[src/asr_pkg.sv]
package asr_pkg;

  // Register word offsets (byte addresses, Avalon word-aligned)
  localparam logic [4:0] ADDR_CTRL    = 5'h00;
  localparam logic [4:0] ADDR_STATUS  = 5'h04;
  localparam logic [4:0] ADDR_DATA    = 5'h08;
  localparam logic [4:0] ADDR_DIV_LO  = 5'h0c;
  localparam logic [4:0] ADDR_DIV_HI  = 5'h10;
  localparam logic [4:0] ADDR_IRQ_ST  = 5'h14;
  localparam logic [4:0] ADDR_IRQ_MSK = 5'h18;
  localparam logic [4:0] ADDR_ICTRL   = 5'h1c;

  // Control register bit positions
  localparam int CTRL_PORT_EN   = 7;
  localparam int CTRL_NINTH_EN  = 6;
  localparam int CTRL_CLOCKED   = 5;
  localparam int CTRL_CONT_EN   = 4;
  localparam int CTRL_ADDR_DET  = 3;
  localparam int CTRL_HISPEED   = 2;
  localparam int CTRL_WIDE_DIV  = 1;
  localparam int CTRL_IRQ_EN    = 0;
  localparam logic [7:0] CTRL_RESET = 8'h00;

  // Status register bit positions
  localparam int STAT_FRAMING   = 2;
  localparam int STAT_OVERRUN   = 1;
  localparam int STAT_NINTH     = 0;

  // Interrupt control bits
  localparam int ICTRL_GLOBAL   = 7;
  localparam int ICTRL_PERIPH   = 6;
  localparam int ICTRL_PRIO     = 0;

  // Sticky event bits
  localparam int EV_RX_DONE     = 0;
  localparam int EV_FRAMING     = 1;
  localparam int EV_OVERRUN     = 2;
  localparam int EV_W           = 3;

  localparam logic [15:0] DIV_RESET   = 16'h0000;
  localparam logic [3:0]  OVERSAMPLE  = 4'hf;
  localparam logic [3:0]  MID_SAMPLE  = 4'h7;

  typedef struct packed {
    logic        port_en;
    logic        ninth_en;
    logic        clocked;
    logic        cont_en;
    logic        addr_det;
    logic        hispeed;
    logic        wide_div;
    logic        irq_en;
  } asr_ctrl_s;

  typedef struct packed {
    logic [8:0]  data;
    logic        framing;
  } asr_frame_s;

endpackage

[src/asr_tick_gen.sv]
`timescale 1ns/1ps
module asr_tick_gen
(
  input  wire logic        sys_clk,
  input  wire logic        resetn,
  input  wire logic        run,
  input  wire logic [15:0] divisor,
  input  wire logic        hispeed,
  input  wire logic        wide_div,
  output logic             tick
);
  // Counts per tick: 4*(divisor[7:0]+1) by default, divisor[7:0]+1 with hispeed alone, divisor+1 with wide_div, (divisor>>2)+1 with both; tick is 16x baud
  logic [17:0] cnt;
  logic [17:0] next_cnt;
  logic [17:0] limit;
  logic        next_tick;

  always_comb
  begin
    unique case ({wide_div, hispeed})
      2'b00:   limit = {2'b00, 8'h00, divisor[7:0]} * 18'h4 + 18'h3;
      2'b01:   limit = {2'b00, 8'h00, divisor[7:0]};
      2'b10:   limit = {2'b00, divisor} + 18'h0;
      default: limit = {2'b00, divisor} >> 2;
    endcase
    next_tick = 1'b0;
    next_cnt  = cnt + 18'h1;
    if (!run)
    begin
      next_cnt = 18'h0;
    end
    else if (cnt >= limit)
    begin
      next_cnt  = 18'h0;
      next_tick = 1'b1;
    end
  end

  always_ff @(posedge sys_clk or negedge resetn)
  begin
    if (!resetn)
    begin
      cnt  <= 18'h0;
      tick <= 1'b0;
    end
    else
    begin
      cnt  <= next_cnt;
      tick <= next_tick;
    end
  end
endmodule

[src/asr_receiver.sv]
// The register offsets and the Avalon-MM interface to the registers were left to the implementer.
`timescale 1ns/1ps
module asr_receiver
(
  input  wire logic        sys_clk,
  input  wire logic        resetn,
  input  wire logic [4:0]  avs_address,
  input  wire logic        avs_read,
  input  wire logic        avs_write,
  input  wire logic [31:0] avs_writedata,
  output logic [31:0]      avs_readdata,
  output logic             avs_waitrequest,
  input  wire logic        serial_receive_pin,
  output logic             irq_high,
  output logic             irq_low
);
  typedef enum logic [1:0] {ST_IDLE, ST_START, ST_DATA, ST_STOP} asr_state_e;

  asr_pkg::asr_ctrl_s ctrl, next_ctrl;
  logic [15:0]        div, next_div;
  logic [7:0]         ictrl, next_ictrl;
  logic [2:0]         ev, next_ev;
  logic [2:0]         msk, next_msk;
  asr_pkg::asr_frame_s buf_q, next_buf;
  logic               buf_full, next_buf_full;
  logic               ferr, next_ferr;
  logic               oerr, next_oerr;
  logic [31:0]        next_rdata;
  logic               ack, next_ack;

  asr_state_e         st, next_st;
  logic [3:0]         sub, next_sub;
  logic [3:0]         bitn, next_bitn;
  logic [8:0]         shf, next_shf;
  logic               tick;
  logic               rx_on;
  logic               done;
  logic               load;
  logic [3:0]         nbits;
  logic               any_ev;
  logic               acc;
  logic               pop;

  // Port usable only in asynchronous mode
  // enable gating
  assign rx_on = ctrl.port_en && !ctrl.clocked;
  assign nbits = ctrl.ninth_en ? 4'h9 : 4'h8;
  // Access completes at the edge where waitrequest is low
  assign acc   = (avs_read || avs_write) && ack;
  assign pop   = acc && avs_read && (avs_address == asr_pkg::ADDR_DATA);

  asr_tick_gen u_tick
  (
    .sys_clk  (sys_clk),
    .resetn   (resetn),
    .run      (rx_on),
    .divisor  (div),
    .hispeed  (ctrl.hispeed),
    .wide_div (ctrl.wide_div),
    .tick     (tick)
  );

  // Receive state machine
  always_comb
  begin
    next_st   = st;
    next_sub  = sub;
    next_bitn = bitn;
    next_shf  = shf;
    done      = 1'b0;
    if (!rx_on || !ctrl.cont_en)
    begin
      next_st = ST_IDLE;
    end
    else if (tick)
    begin
      next_sub = sub + 4'h1;
      unique case (st)
        ST_IDLE:
        begin
          next_sub = 4'h0;
          if (!serial_receive_pin)
          begin
            next_st = ST_START;
          end
        end
        ST_START:
        begin
          // Glitch rejection at mid start bit
          if (sub == asr_pkg::MID_SAMPLE)
          begin
            next_sub = 4'h0;
            next_bitn = 4'h0;
            next_st = serial_receive_pin ? ST_IDLE : ST_DATA;
          end
        end
        ST_DATA:
        begin
          if (sub == asr_pkg::OVERSAMPLE)
          begin
            next_shf = {serial_receive_pin, shf[8:1]};
            next_bitn = bitn + 4'h1;
            if (bitn + 4'h1 == nbits)
            begin
              next_st = ST_STOP;
            end
          end
        end
        ST_STOP:
        begin
          if (sub == asr_pkg::OVERSAMPLE)
          begin
            next_st = ST_IDLE;
            done = 1'b1;
          end
        end
      endcase
    end
  end

  assign load = done && !(ctrl.ninth_en && ctrl.addr_det &&
                          !(ctrl.ninth_en ? shf[8] : 1'b0));

  // Register and status next values
  always_comb
  begin
    next_ctrl     = ctrl;
    next_div      = div;
    next_ictrl    = ictrl;
    next_msk      = msk;
    next_ev       = ev;
    next_buf      = buf_q;
    next_buf_full = buf_full;
    next_ferr     = ferr;
    next_oerr     = oerr;
    next_rdata    = 32'h0;
    next_ack      = 1'b0;
    if ((avs_read || avs_write) && !ack)
    begin
      // Read data registered in the wait cycle, stands at the accepting edge
      next_ack = 1'b1;
      if (avs_read)
      begin
        unique case (avs_address)
          asr_pkg::ADDR_CTRL:    next_rdata = {24'h0, ctrl};
          asr_pkg::ADDR_STATUS:  next_rdata = {29'h0, ferr, oerr, buf_q.data[8]};
          asr_pkg::ADDR_DATA:    next_rdata = {24'h0, buf_q.data[7:0]};
          asr_pkg::ADDR_DIV_LO:  next_rdata = {24'h0, div[7:0]};
          asr_pkg::ADDR_DIV_HI:  next_rdata = {24'h0, div[15:8]};
          asr_pkg::ADDR_IRQ_ST:  next_rdata = {29'h0, ev};
          asr_pkg::ADDR_IRQ_MSK: next_rdata = {29'h0, msk};
          asr_pkg::ADDR_ICTRL:   next_rdata = {24'h0, ictrl};
          default:               next_rdata = 32'h0;
        endcase
      end
    end
    // Side effects only at the accepting edge, never while waitrequest is high
    if (acc && avs_write)
    begin
      unique case (avs_address)
        asr_pkg::ADDR_CTRL:    next_ctrl  = asr_pkg::asr_ctrl_s'(avs_writedata[7:0]);
        asr_pkg::ADDR_DIV_LO:  next_div[7:0] = avs_writedata[7:0];
        asr_pkg::ADDR_DIV_HI:  next_div[15:8] = avs_writedata[7:0];
        asr_pkg::ADDR_IRQ_ST:  next_ev = ev & ~avs_writedata[2:0];
        asr_pkg::ADDR_IRQ_MSK: next_msk = avs_writedata[2:0];
        asr_pkg::ADDR_ICTRL:   next_ictrl = avs_writedata[7:0];
        default:               next_ctrl = ctrl;
      endcase
    end
    if (pop)
    begin
      next_buf_full = 1'b0;
    end
    if (!next_ctrl.cont_en)
    begin
      next_ferr = 1'b0;
      next_oerr = 1'b0;
    end
    // Set wins over clear for every event
    if (load)
    begin
      // A pop in the same cycle frees room for the new frame
      if (buf_full && !pop)
      begin
        next_oerr = 1'b1;
        next_ev[asr_pkg::EV_OVERRUN] = 1'b1;
      end
      else
      begin
        next_buf.data = ctrl.ninth_en ? shf : {1'b0, shf[8:1]};
        next_buf.framing = !serial_receive_pin;
        next_buf_full = 1'b1;
        next_ev[asr_pkg::EV_RX_DONE] = 1'b1;
        if (!serial_receive_pin)
        begin
          next_ferr = 1'b1;
          next_ev[asr_pkg::EV_FRAMING] = 1'b1;
        end
      end
    end
  end

  always_ff @(posedge sys_clk or negedge resetn)
  begin
    if (!resetn)
    begin
      st        <= ST_IDLE;
      sub       <= 4'h0;
      bitn      <= 4'h0;
      shf       <= 9'h0;
      ctrl      <= asr_pkg::CTRL_RESET;
      div       <= asr_pkg::DIV_RESET;
      ictrl     <= 8'h00;
      msk       <= 3'h0;
      ev        <= 3'h0;
      buf_q     <= '0;
      buf_full  <= 1'b0;
      ferr      <= 1'b0;
      oerr      <= 1'b0;
      avs_readdata <= 32'h0;
      ack       <= 1'b0;
    end
    else
    begin
      st        <= next_st;
      sub       <= next_sub;
      bitn      <= next_bitn;
      shf       <= next_shf;
      ctrl      <= next_ctrl;
      div       <= next_div;
      ictrl     <= next_ictrl;
      msk       <= next_msk;
      ev        <= next_ev;
      buf_q     <= next_buf;
      buf_full  <= next_buf_full;
      ferr      <= next_ferr;
      oerr      <= next_oerr;
      avs_readdata <= next_rdata;
      ack       <= next_ack;
    end
  end

  // One wait cycle per access
  assign avs_waitrequest = (avs_read || avs_write) && !ack;

  assign any_ev = ctrl.irq_en && |(ev & msk)
                  && ictrl[asr_pkg::ICTRL_GLOBAL] && ictrl[asr_pkg::ICTRL_PERIPH];
  assign irq_high = any_ev && ictrl[asr_pkg::ICTRL_PRIO];
  assign irq_low  = any_ev && !ictrl[asr_pkg::ICTRL_PRIO];

  // no address filtering without ninth bit
  chk_addr_needs_ninth: assert property (@(posedge sys_clk) disable iff (!resetn)
    (done && !ctrl.ninth_en) |-> load) else $error("frame dropped without ninth bit");

  chk_addr_filter_drop: assert property (@(posedge sys_clk) disable iff (!resetn)
    (done && ctrl.ninth_en && ctrl.addr_det && !shf[8]) |=> $stable(buf_full) || !buf_full)
    else $error("address frame loaded with ninth bit zero");

  chk_done_sets_flag: assert property (@(posedge sys_clk) disable iff (!resetn)
    (load && !buf_full) |=> ev[asr_pkg::EV_RX_DONE] && buf_full)
    else $error("receive flag not set");

  chk_err_clear: assert property (@(posedge sys_clk) disable iff (!resetn)
    !ctrl.cont_en |-> !ferr && !oerr) else $error("error kept with receive disabled");

  chk_idle_disabled: assert property (@(posedge sys_clk) disable iff (!resetn)
    !ctrl.cont_en |=> st == ST_IDLE) else $error("receiver active while disabled");

  chk_irq_gate: assert property (@(posedge sys_clk) disable iff (!resetn)
    (irq_high || irq_low) |-> ictrl[asr_pkg::ICTRL_GLOBAL] && ictrl[asr_pkg::ICTRL_PERIPH])
    else $error("irq without global enables");

  chk_stop_framing: assert property (@(posedge sys_clk) disable iff (!resetn)
    (load && !buf_full && !serial_receive_pin && ctrl.cont_en) |=> ferr)
    else $error("framing error missed");

  chk_port_off: assert property (@(posedge sys_clk) disable iff (!resetn)
    (ctrl.clocked || !ctrl.port_en) |=> st == ST_IDLE) else $error("receiver active in clocked mode");

  chk_bit_count: assert property (@(posedge sys_clk) disable iff (!resetn)
    (st == ST_DATA) |-> bitn < nbits) else $error("bit count beyond frame length");

  chk_data_pop: assert property (@(posedge sys_clk) disable iff (!resetn)
    (avs_read && !avs_waitrequest && avs_address == asr_pkg::ADDR_DATA && !load) |=> !buf_full)
    else $error("data read did not pop");

  chk_overrun_keep: assert property (@(posedge sys_clk) disable iff (!resetn)
    (load && buf_full && !pop) |=> oerr && ev[asr_pkg::EV_OVERRUN] && $stable(buf_q))
    else $error("overrun frame not dropped");
endmodule

[config.mk]
export PLATFORM = sky130hd
export DESIGN_NAME = asr_receiver
export DESIGN_NICKNAME = d
export VERILOG_FILES = /design/src/asr_pkg.sv /design/src/asr_tick_gen.sv /design/src/asr_receiver.sv
export SDC_FILE = /design/constraint.sdc
export NUM_CORES = 1
export LEC_CHECK = 0
export ABC_AREA = 1
export BUFFER_PORTS_ARGS = -buffer_cell sky130_fd_sc_hd__buf_2
export CORE_AREA = 2 2 138 140
export DETAILED_ROUTE_END_ITERATION = 10
export DIE_AREA = 0 0 140 142
export PLACE_DENSITY = 0.48
export SYNTH_ARGS = -nofsm -noshare
export SYNTH_HDL_FRONTEND = slang
export SYNTH_SLANG_ARGS = --single-unit
[constraint.sdc]
create_clock -name sys_clk -period 2.57 [get_ports sys_clk]
set_clock_uncertainty 0.05 [all_clocks]
set_input_delay 0.514 -clock sys_clk [delete_from_list [all_inputs] [get_ports sys_clk]]
set_output_delay 0.514 -clock sys_clk [all_outputs]
set_load 0.01 [all_outputs]
; ---- Word-level counts from Yosys, hierarchy flattened
; Cells that the tools add are included.
[totals]
regBits = 121
input_bits = 42
[classes]
addsub = 4
n_lt_le_gt_ge = 1
n_eq_ne = 22
mux = 48
n_bitwise = 5
reduce_logical = 41
[op_table]
columns = op, count
row1 = $pmux 8 s8, 1
row2 = $pmux 18 s3, 1
row3 = $mux 18, 2
row4 = $mux 1, 21
row5 = $eq 5x5->1 const B, 4
row6 = $add 18x1->18 const B, 1
row7 = $ge 18x18->1, 1
row8 = $mux 2, 9
row9 = $mux 8, 2
row10 = $pmux 4 s2, 2
row11 = $logic_and 1x1->1, 15
row12 = $ne 3x3->1 const B, 5
row13 = $reduce_and 2->1, 7
row14 = $mux 4, 3
row15 = $add 10x2->11 const B, 1
row16 = $eq 5x4->1 const B, 2
row17 = $mux 5, 2
row18 = $mux 3, 3
row19 = $mux 9, 1
row20 = $add 4x1->4 const B, 2
row21 = $logic_not 1->1, 8
row22 = $pmux 2 s4, 1
row23 = $and 3x3->3, 2
row24 = $eq 2x2->1 const B, 3
row25 = 16 further kinds, 22

; ---- Longest topological paths before layout
; Gate-level depths: netlist of run 1.
[depth]
ltp_word = 8
depth_mapped = 15
ltp_nobuf = 15

; ---- By module
; Synthesis of run 1 repeated with hierarchy kept, for this count alone.
[unflattened]
hier_cells = 697
area_unflattened_um2 = 5674.2
[modules_own_cells]
columns = module, instances, cells_each, area_per_inst_um2, seq_area_each_um2
row1 = asr_receiver, 1, 472, 4020.1, 1951.9
row2 = asr_tick_gen, 1, 225, 1654.1, 475.5

; ---- Least setup slack after synthesis of run 1
; Ideal clock, no wire load.
[synth_path]
kind = register to register
from = register ctrl[1] (netlist bit)
to = register u_tick.cnt[16]
setup_time_ns = 0.071
arrival_time_ns = 2.190
required_ns = 2.449
setup_slack_ns = 0.259
stages_incl_launch_ff = 15
cell_sequence = dfrtp_1 nor2_1 inv_1 nand2_1 nor2_1 a221oi_1 ha_1 nand2_1 nor2_1 nand2_1 o21bai_1 nor2_2 nand3_4 buf_6 nor2_1
[synth_via]
elab_chain_cells = 5
elab_cells_between_ends = 7
cone_classes = order compare (1) / eq/ne (2) / mux (3) / reduce/logical (1)
[synth_rtl]
columns = item, line
row1 = "start, declared", asr_receiver.sv:19  ; asr_pkg::asr_ctrl_s ctrl, next_ctrl;
row2 = "start signal, assigned", asr_receiver.sv:211  ; ctrl <= asr_pkg::CTRL_RESET;
row3 = "start signal, assigned", asr_receiver.sv:229  ; ctrl <= next_ctrl;
row4 = $eq 2x2->1 (tied with other cells), asr_tick_gen.sv:20  ; unique case ({wide_div, hispeed})
row5 = $pmux 18 s3 (*), asr_tick_gen.sv:20
row6 = $ge 18x18->1 (*), asr_tick_gen.sv:32  ; else if (cnt >= limit)
row7 = $mux 18 (*), asr_tick_gen.sv:32
row8 = $mux 18 (*), asr_tick_gen.sv:28  ; if (!run)
row9 = named net u_tick.next_cnt[16], asr_tick_gen.sv:14  ; logic [17:0] next_cnt;
row10 = "end signal, assigned", asr_tick_gen.sv:48  ; cnt <= next_cnt;
row11 = "end, declared", asr_tick_gen.sv:13  ; logic [17:0] cnt;
; The timed path passes the listed nets; every way through them passes the cells marked *.
; A chain may end at the register's enable or synchronous reset.

; ---- Worst setup path in the final report of run 1
[layout_path]
from = register ctrl[2] (netlist bit)
to = register u_tick.cnt[2]
; The elaborated chain is that of the path after synthesis.

==> summary.md, run 1 <==
| Metric | Value |
|---|---|
| Reg2reg end | u_tick.cnt[2] |
| Detailed Place HPWL | 9650 um |
| Critical path class | reg2reg |
| Post-synthesis mux area share | 0 |
| Slowest Stage Delay on Critical Path | 0.41 ns |
| Total Routing Usage GR | 0.136 |
| Data arrival, critical path | 2.53 ns |
| Max-cap violations | 0 |
| Routability Congestion | 0.779 |
| Met3 Use GR | 0.0219 |
| FP Rows | 50 |
| R2R depth | 13 |
| Post-synthesis simple-gate area fraction | 0.251 |
| Final Hold Fails | 0 |
| Routed WL | 12,700 um |
| Post-Synth XOR/XNOR Area | 0.0177 |
| Min Clock Period, post-route | 2.35 ns |
| Worst-margin pin slew | 0.605 ns |
| Commonest cells after routing, fill and taps aside | nand2_1, dfrtp_1, inv_1, o21ai_0, nor2_1 |
| Pwr Density | 567 nW/um^2 |
| Vias in the first global route | 4,147 |
| Skew-Pair Late Insertion Delay | 0.35 ns |
| Via density per instance | 4.44 |
| Initial DRT Pass Iterations | 9 |
| Crit path required time | 2.75 ns |
| Leading cell type in the layout, fill and taps excluded | nand2_1 |
| Crit path from | ctrl[2] |
| Clk buf depth | 2 |
| Reg2reg setup slack | 0.22 ns |
| Synth unique cells | 39 |
| Overall power | 0.00346 W |
| Cell Area, Synth | 5450 um^2 |
| Layout cells sized above 1 | 0.150 |
| DRC | 8 |
| Initial antenna violation count | 0 |
| Die Width | 140 um |
| CP cell instances | nand2_1 > buf_4 > o22ai_1 > a21oi_1 > ha_1 > nand2_1 > nor2_1 > nand2_1 > o21ai_0 > nor2_2 > nand3_4 > buf_12 > nor2_1 |
| Outcome | complete, but fails checks |
| Core region area | 18,500 um^2 |
| CP Capture Type | flop |
| First-pass GRT wire length | 21,300 um |
| Initial core utilization | 0.295 |
| CTS buffer count | 9 |
| Wire per inst | 13.3 um |
| VDD IR max | 0.000293 V |
| Cts hold-fix bufs | 0 |
| Synthesized area per cell | 8.00 um^2 |
| Fin nets | 781 |
| RSZ-0062 raised after global routing | false |
| Fin. max-slew vios | 0 |
| # IOs | 77 |
| Gr ovfl total | 0 |
| Clock root buffer master | clkbuf_16 |
| Setup_tns | 0 ns |
| Routed Antenna Nets | 0 |
| Crit share post-route | 0.915 |
| N_diodes | 0 |
| Fmax | 0.425 GHz |
| Synthesized netlist cell count | 681 |
| Synth Register Bits | 97 |
| Post-synthesis sequential area ratio | 0.445 |
| Adder-cell share of the synthesized area | 0.0436 |
| CTS H-tree depth | 3 |
| Hold/Removal Path Class | in2async |
| Synth Area in Compound Gates | 0.137 |
| GRT busiest layer | met2 |
| Area delta synth->final | 12.0% |
| Violations in the final reports | DRC |
| CP Max Fanout | 13 |
| Clk sinks | 97 |
| Die area | 19,900 um^2 |
| DIE HEIGHT | 142 um |
| Port bufs | 28 |
| Iteration-0 DRC Markers | 204 |
| Via Count | 4,258 |
| Largest family of logic cells by synthesized area | simple AND/OR/NAND/NOR gates |
| R2R Path Start | ctrl[2] |
| Yosys warns | 0 |
| CTS tree | done |
| Most Frequent Cell on Critical Path | nand2_1 |
| Slew HR | 0.596 |
| Leakage power | 2.89 nW |
| Largest net degree at the start of global routing | 44 |
| Met1 usage | 0.190 |
| Setup violators final | 0 |
| Reg clk slew, reported paths | 0.07 ns |
| Crit path launch type | flop |
| Critical path's slowest cell | dfrtp_2 |
| M2 GR Usage | 0.215 |
| CP endpoint | u_tick.cnt[2] |
[stage by stage]
| step | setup slack [ns] | utilization | instances | area (um^2) | hold slack, ns |
|---|---|---|---|---|---|
| after floorplan | 0.259 | - | 705 | 5540 | 0.168 |
| after global placement | 0.207 | 0.315 | 943 | 5810 | 0.415 |
| final | 0.218 | 0.331 | 959 | 6100 | 0.117 |
| after CTS | 0.142 | 0.330 | 959 | 6090 | 0.142 |
| after global routing | 0.000777 | 0.331 | 959 | 6100 | 0.157 |
| after detailed placement | 0.180 | 0.315 | 943 | 5810 | 0.421 |
[critical path: cells and delay by family, from the launching register on]
family                     cells  cell delay, ns
and+or+nand+nor                7            0.66
AOI/OAI and AO/OA              3            0.49
DFF                            1            0.41
buffers and inverters          2            0.35
adders and majority gates      1            0.28
[logic make-up after synthesis]
group | Yosys count
simple gates | 308
buf+inv | 113
other cells | 1
xor+xnor | 11
compound gates | 132
flops | 97
fa+ha+maj | 19
[routing by layer]
metal | vias to the layer above | wire, um
li1 | 2227 | -
met1 | 1952 | 6330
met2 | 62 | 5910
met3 | 17 | 332
met4 | 0 | 178
met5 | - | 0
[layout make-up]
type                            count  area (um^2)
Sequential cell                    97         2430
Inverter                           77          289
Timing Repair Buffer               40          258
Fill cell                        1960        12400
Clock buffer                       11          243
Clock inverter                      5         40.0
Multi-Input combinational cell    495         2550
Tap cell                          234          293
[worst min-delay path by stage]
stage / from / endpoint / slack (ns)
CTS: resetn / ctrl[3] / 0.14
finish: resetn / bitn[1] / 0.12
detailed placement: buf_q[7] / buf_q[7] / 0.42
global placement: div[12] / div[12] / 0.41
floorplan: resetn / ack / 0.17
global route: resetn / bitn[1] / 0.16
[registers in the layout (all words and copies together), names as in the netlist, 2 cells and up]
signal and cells:
st 2, msk 3, ictrl 8, avs_readdata 8, bitn 4, buf_q 9, ctrl 8, ev 3
u_tick.cnt 18, div 16, shf 9, sub 4
[synthesized netlist by cell type, drive strengths merged]
| cell | instances | share of area |
|---|---|---|
| conb | 1 | 0.00069 |
| nor2 | 64 | 0.056 |
| o221ai | 1 | 0.0016 |
| o21ai | 84 | 0.084 |
| or2 | 2 | 0.0023 |
| dfrtp | 97 | 0.45 |
| nor3 | 6 | 0.011 |
| nand3b | 2 | 0.0028 |
| o22ai | 12 | 0.014 |
| a31oi | 2 | 0.0023 |
| nand4 | 3 | 0.0034 |
| nor4 | 1 | 0.0011 |
| clkbuf | 3 | 0.0021 |
| o31ai | 3 | 0.0041 |
| ha | 19 | 0.044 |
| a221oi | 2 | 0.0032 |
| xnor2 | 2 | 0.0032 |
| nand3 | 29 | 0.031 |
| buf | 33 | 0.049 |
| xor2 | 9 | 0.014 |
| inv | 77 | 0.053 |
| a21oi | 26 | 0.025 |
| o21bai | 1 | 0.0014 |
| nand2 | 201 | 0.14 |
| o21a | 1 | 0.0014 |
[power breakdown]
part           leakage [nW]  total (W)  switching (W)  internal [W]
clock                 0.134    0.00131       0.000619      0.000691
combinational          1.44   0.000466       0.000302      0.000163
sequential             1.32    0.00168      0.0000727       0.00161
total                  2.89    0.00346       0.000994       0.00246
[timing repair]
action	CTS	global route
endpoints found under the hold margin	0	0
gates resized for setup	0	3
endpoints found under the setup margin	0	17
setup buffers	0	0
Power figures use the tool's default switching activity.
==> run 2, diff against run 1 <==
- CORE_AREA: 2 2 138 140 -> 2 2 151 153
- DIE_AREA: 0 0 140 142 -> 0 0 153 155
- PLACE_DENSITY: 0.48 -> 0.42
==> summary.md, run 2 (synthesis gave the netlist of run 1 again) <==
| Metric | Value |
|---|---|
| DRC | 0 (was 8) |
| Area delta synth->final | 13.4% (was 12.0%) |
| Total Routing Usage GR | 0.116 (was 0.136) |
| Clock network power share | 0.378 (was 0.379) |
| Comb pwr share | 0.138 (was 0.135) |
| Leading cell type in the layout, fill and taps excluded | nand2_1 (unchanged) |
| FP Rows | 55 (was 50) |
| N_diodes | 0 (unchanged) |
| Fmax | 0.422 GHz (was 0.425 GHz) |
| Post-Place Cell Area | 5880 um^2 (was 5810 um^2) |
| Leakage power | 2.89 nW (about the same) |
| Worst-margin pin slew | 0.600 ns (was 0.605 ns) |
| Pwr Density | 562 nW/um^2 (was 567 nW/um^2) |
| Fin nets | 782 (was 781) |
| Setup violators final | 0 (unchanged) |
| Outcome | finished, final reports clean (was complete, but fails checks) |
| Min Clock Period, post-route | 2.37 ns (was 2.35 ns) |
| Final instance area | 6180 um^2 (was 6100 um^2) |
| NetSw | 0.00102 W (was 0.000994 W) |
| Reg clk slew, reported paths | 0.08 ns (was 0.07 ns) |
| # IOs | 77 (unchanged) |
| CTS tree | done (unchanged) |
| Post-CTS Setup Repair Bufs | 0 (unchanged) |
| Gr ovfl total | 0 (unchanged) |
| Initial DRT Pass Iterations | 4 (was 9) |
| Clk sinks | 97 (unchanged) |
| Routed WL | 13,200 um (was 12,700 um) |
| Max reg flops | 18 (unchanged) |
| Core region area | 22,200 um^2 (was 18,500 um^2) |
| Fillers | 2,431 (was 1,960) |
| Detailed Place HPWL | 9810 um (was 9650 um) |
| Multi-input gate area | 2560 um^2 (was 2550 um^2) |
| Iteration-0 DRC Markers | 207 (was 204) |
| Int Power | 0.00245 W (was 0.00246 W) |
| Crit share post-route | 0.922 (was 0.915) |
| Routability Congestion | 0.785 (was 0.779) |
| Setup_tns | 0 ns (unchanged) |
| VDD IR max | 0.000279 V (was 0.000293 V) |
| Storage cell area | 2430 um^2 (about the same) |
| Most flops, register | u_tick.cnt (unchanged) |
| Commonest cells after routing, fill and taps aside | nand2_1, dfrtp_1, inv_1, o21ai_0, nor2_1 (unchanged) |
| Max-cap violations | 0 (unchanged) |
| Placed instance count | 995 (was 943) |
| CP Max Fanout | 5 (was 13) |
| CP Capture Type | flop (unchanged) |
| CTS H-tree depth | 3 (unchanged) |
| DIE HEIGHT | 155 um (was 142 um) |
| Port bufs | 28 (unchanged) |
| Initial core utilization | 0.245 (was 0.295) |
| Layout cells sized above 1 | 0.156 (was 0.150) |
| RSZ-0062 raised after global routing | false (unchanged) |
| Wire per inst | 13.1 um (was 13.3 um) |
| Routed Antenna Nets | 0 (unchanged) |
| Vias in the first global route | 4,017 (was 4,147) |
| Initial antenna violation count | 0 (unchanged) |
| Clk buf depth | 2 (unchanged) |
| R2R depth | 15 (was 13) |
| Die Width | 153 um (was 140 um) |
| CTS buffer count | 9 (unchanged) |
| Hold/Removal Path Class | in2async (unchanged) |
| Via density per instance | 4.19 (was 4.44) |
| Critical path class | reg2reg (unchanged) |
| Crit path launch type | flop (unchanged) |
| Final Hold Fails | 0 (unchanged) |
| Register share of total power | 0.485 (was 0.486) |
| Largest net degree at the start of global routing | 98 (was 44) |
| Data arrival, critical path | 2.56 ns (was 2.53 ns) |
| Fin. max-slew vios | 0 (unchanged) |
| Regs by FF count | u_tick.cnt x18, div x16 (unchanged) |
| Slew HR | 0.600 (was 0.596) |
| Sw Ratio | 0.294 (was 0.288) |
| Finished Layout Cells | 1,011 (was 959) |
| Die area | 23,700 um^2 (was 19,900 um^2) |
| First-pass GRT wire length | 21,500 um (was 21,300 um) |
| Crit path required time | 2.77 ns (was 2.75 ns) |
| Via Count | 4,235 (was 4,258) |
| Skew-Pair Late Insertion Delay | 0.36 ns (was 0.35 ns) |
| Clock root buffer master | clkbuf_16 (unchanged) |
[run 2: critical path: stages (launching register included)]
cell	delay [ns]
dfrtp_1	0.42
nor2_1	0.13
inv_1	0.07
nand2_1	0.15
nor2_1	0.06
a221oi_1	0.30
ha_1	0.30
nand2_1	0.06
nor2_1	0.04
nand2_1	0.08
o21bai_1	0.09
nor2_2	0.17
buf_4	0.14
nand2_1	0.06
nand2_1	0.09
inv_1	0.05
[run 2: final cells by class]
type,count,share of cell area
clock buffer,10,0.0371
multi-input combinational,495,0.415
clock inverter,6,0.00810
inverter,77,0.0468
tap,285,0.0577
timing repair buffer,41,0.0429
sequential,97,0.393
[run 2: repair_timing]
action                     4_1_cts  5_1_grt
hold buffers                     0        0
setup endpoints to repair        0        7
gates resized for setup          0        6
[run 2: layer usage]
| layer | up-vias | share of wire | global-route usage |
|---|---|---|---|
| met5 | - | 0 | 0 |
| met4 | 0 | 0.013 | 0.0410 |
| met3 | 10 | 0.028 | 0.0206 |
| met2 | 61 | 0.46 | 0.185 |
| met1 | 1933 | 0.50 | 0.158 |
| li1 | 2231 | - | - |
[run 2: power groups by stage]
stage | Sequential (W) | Combinational (W) | Clock (W)
floorplan | 0.00169 | 0.000331 | 0
global placement | 0.00171 | 0.000479 | 0
detailed placement | 0.00171 | 0.000482 | 0
CTS | 0.00168 | 0.000483 | 0.00137
global route | 0.00170 | 0.000552 | 0.00144
finish | 0.00168 | 0.000479 | 0.00131
[run 2: final timing paths]
kind | from | to | slack [ns]
max in group asynchronous | resetn | bitn[2] | 1.85
max reg2reg | ctrl[2] | u_tick.tick | 0.20
min in group sys_clk | serial_receive_pin | ferr | 0.34
min | resetn | u_tick.cnt[7] | 0.14
max | ctrl[2] | u_tick.tick | 0.20
min reg2reg | buf_q[7] | buf_q[7] | 0.43
[run 2: metrics by stage]
step	util	worst slack [ns]	hold WS (ns)	total power, W
floorplan	-	0.259	0.168	0.00202
global placement	0.265	0.196	0.416	0.00219
detailed placement	0.265	0.202	0.420	0.00219
CTS	0.277	0.161	0.195	0.00354
global route	0.278	0.0219	0.229	0.00368
finish	0.278	0.201	0.142	0.00347
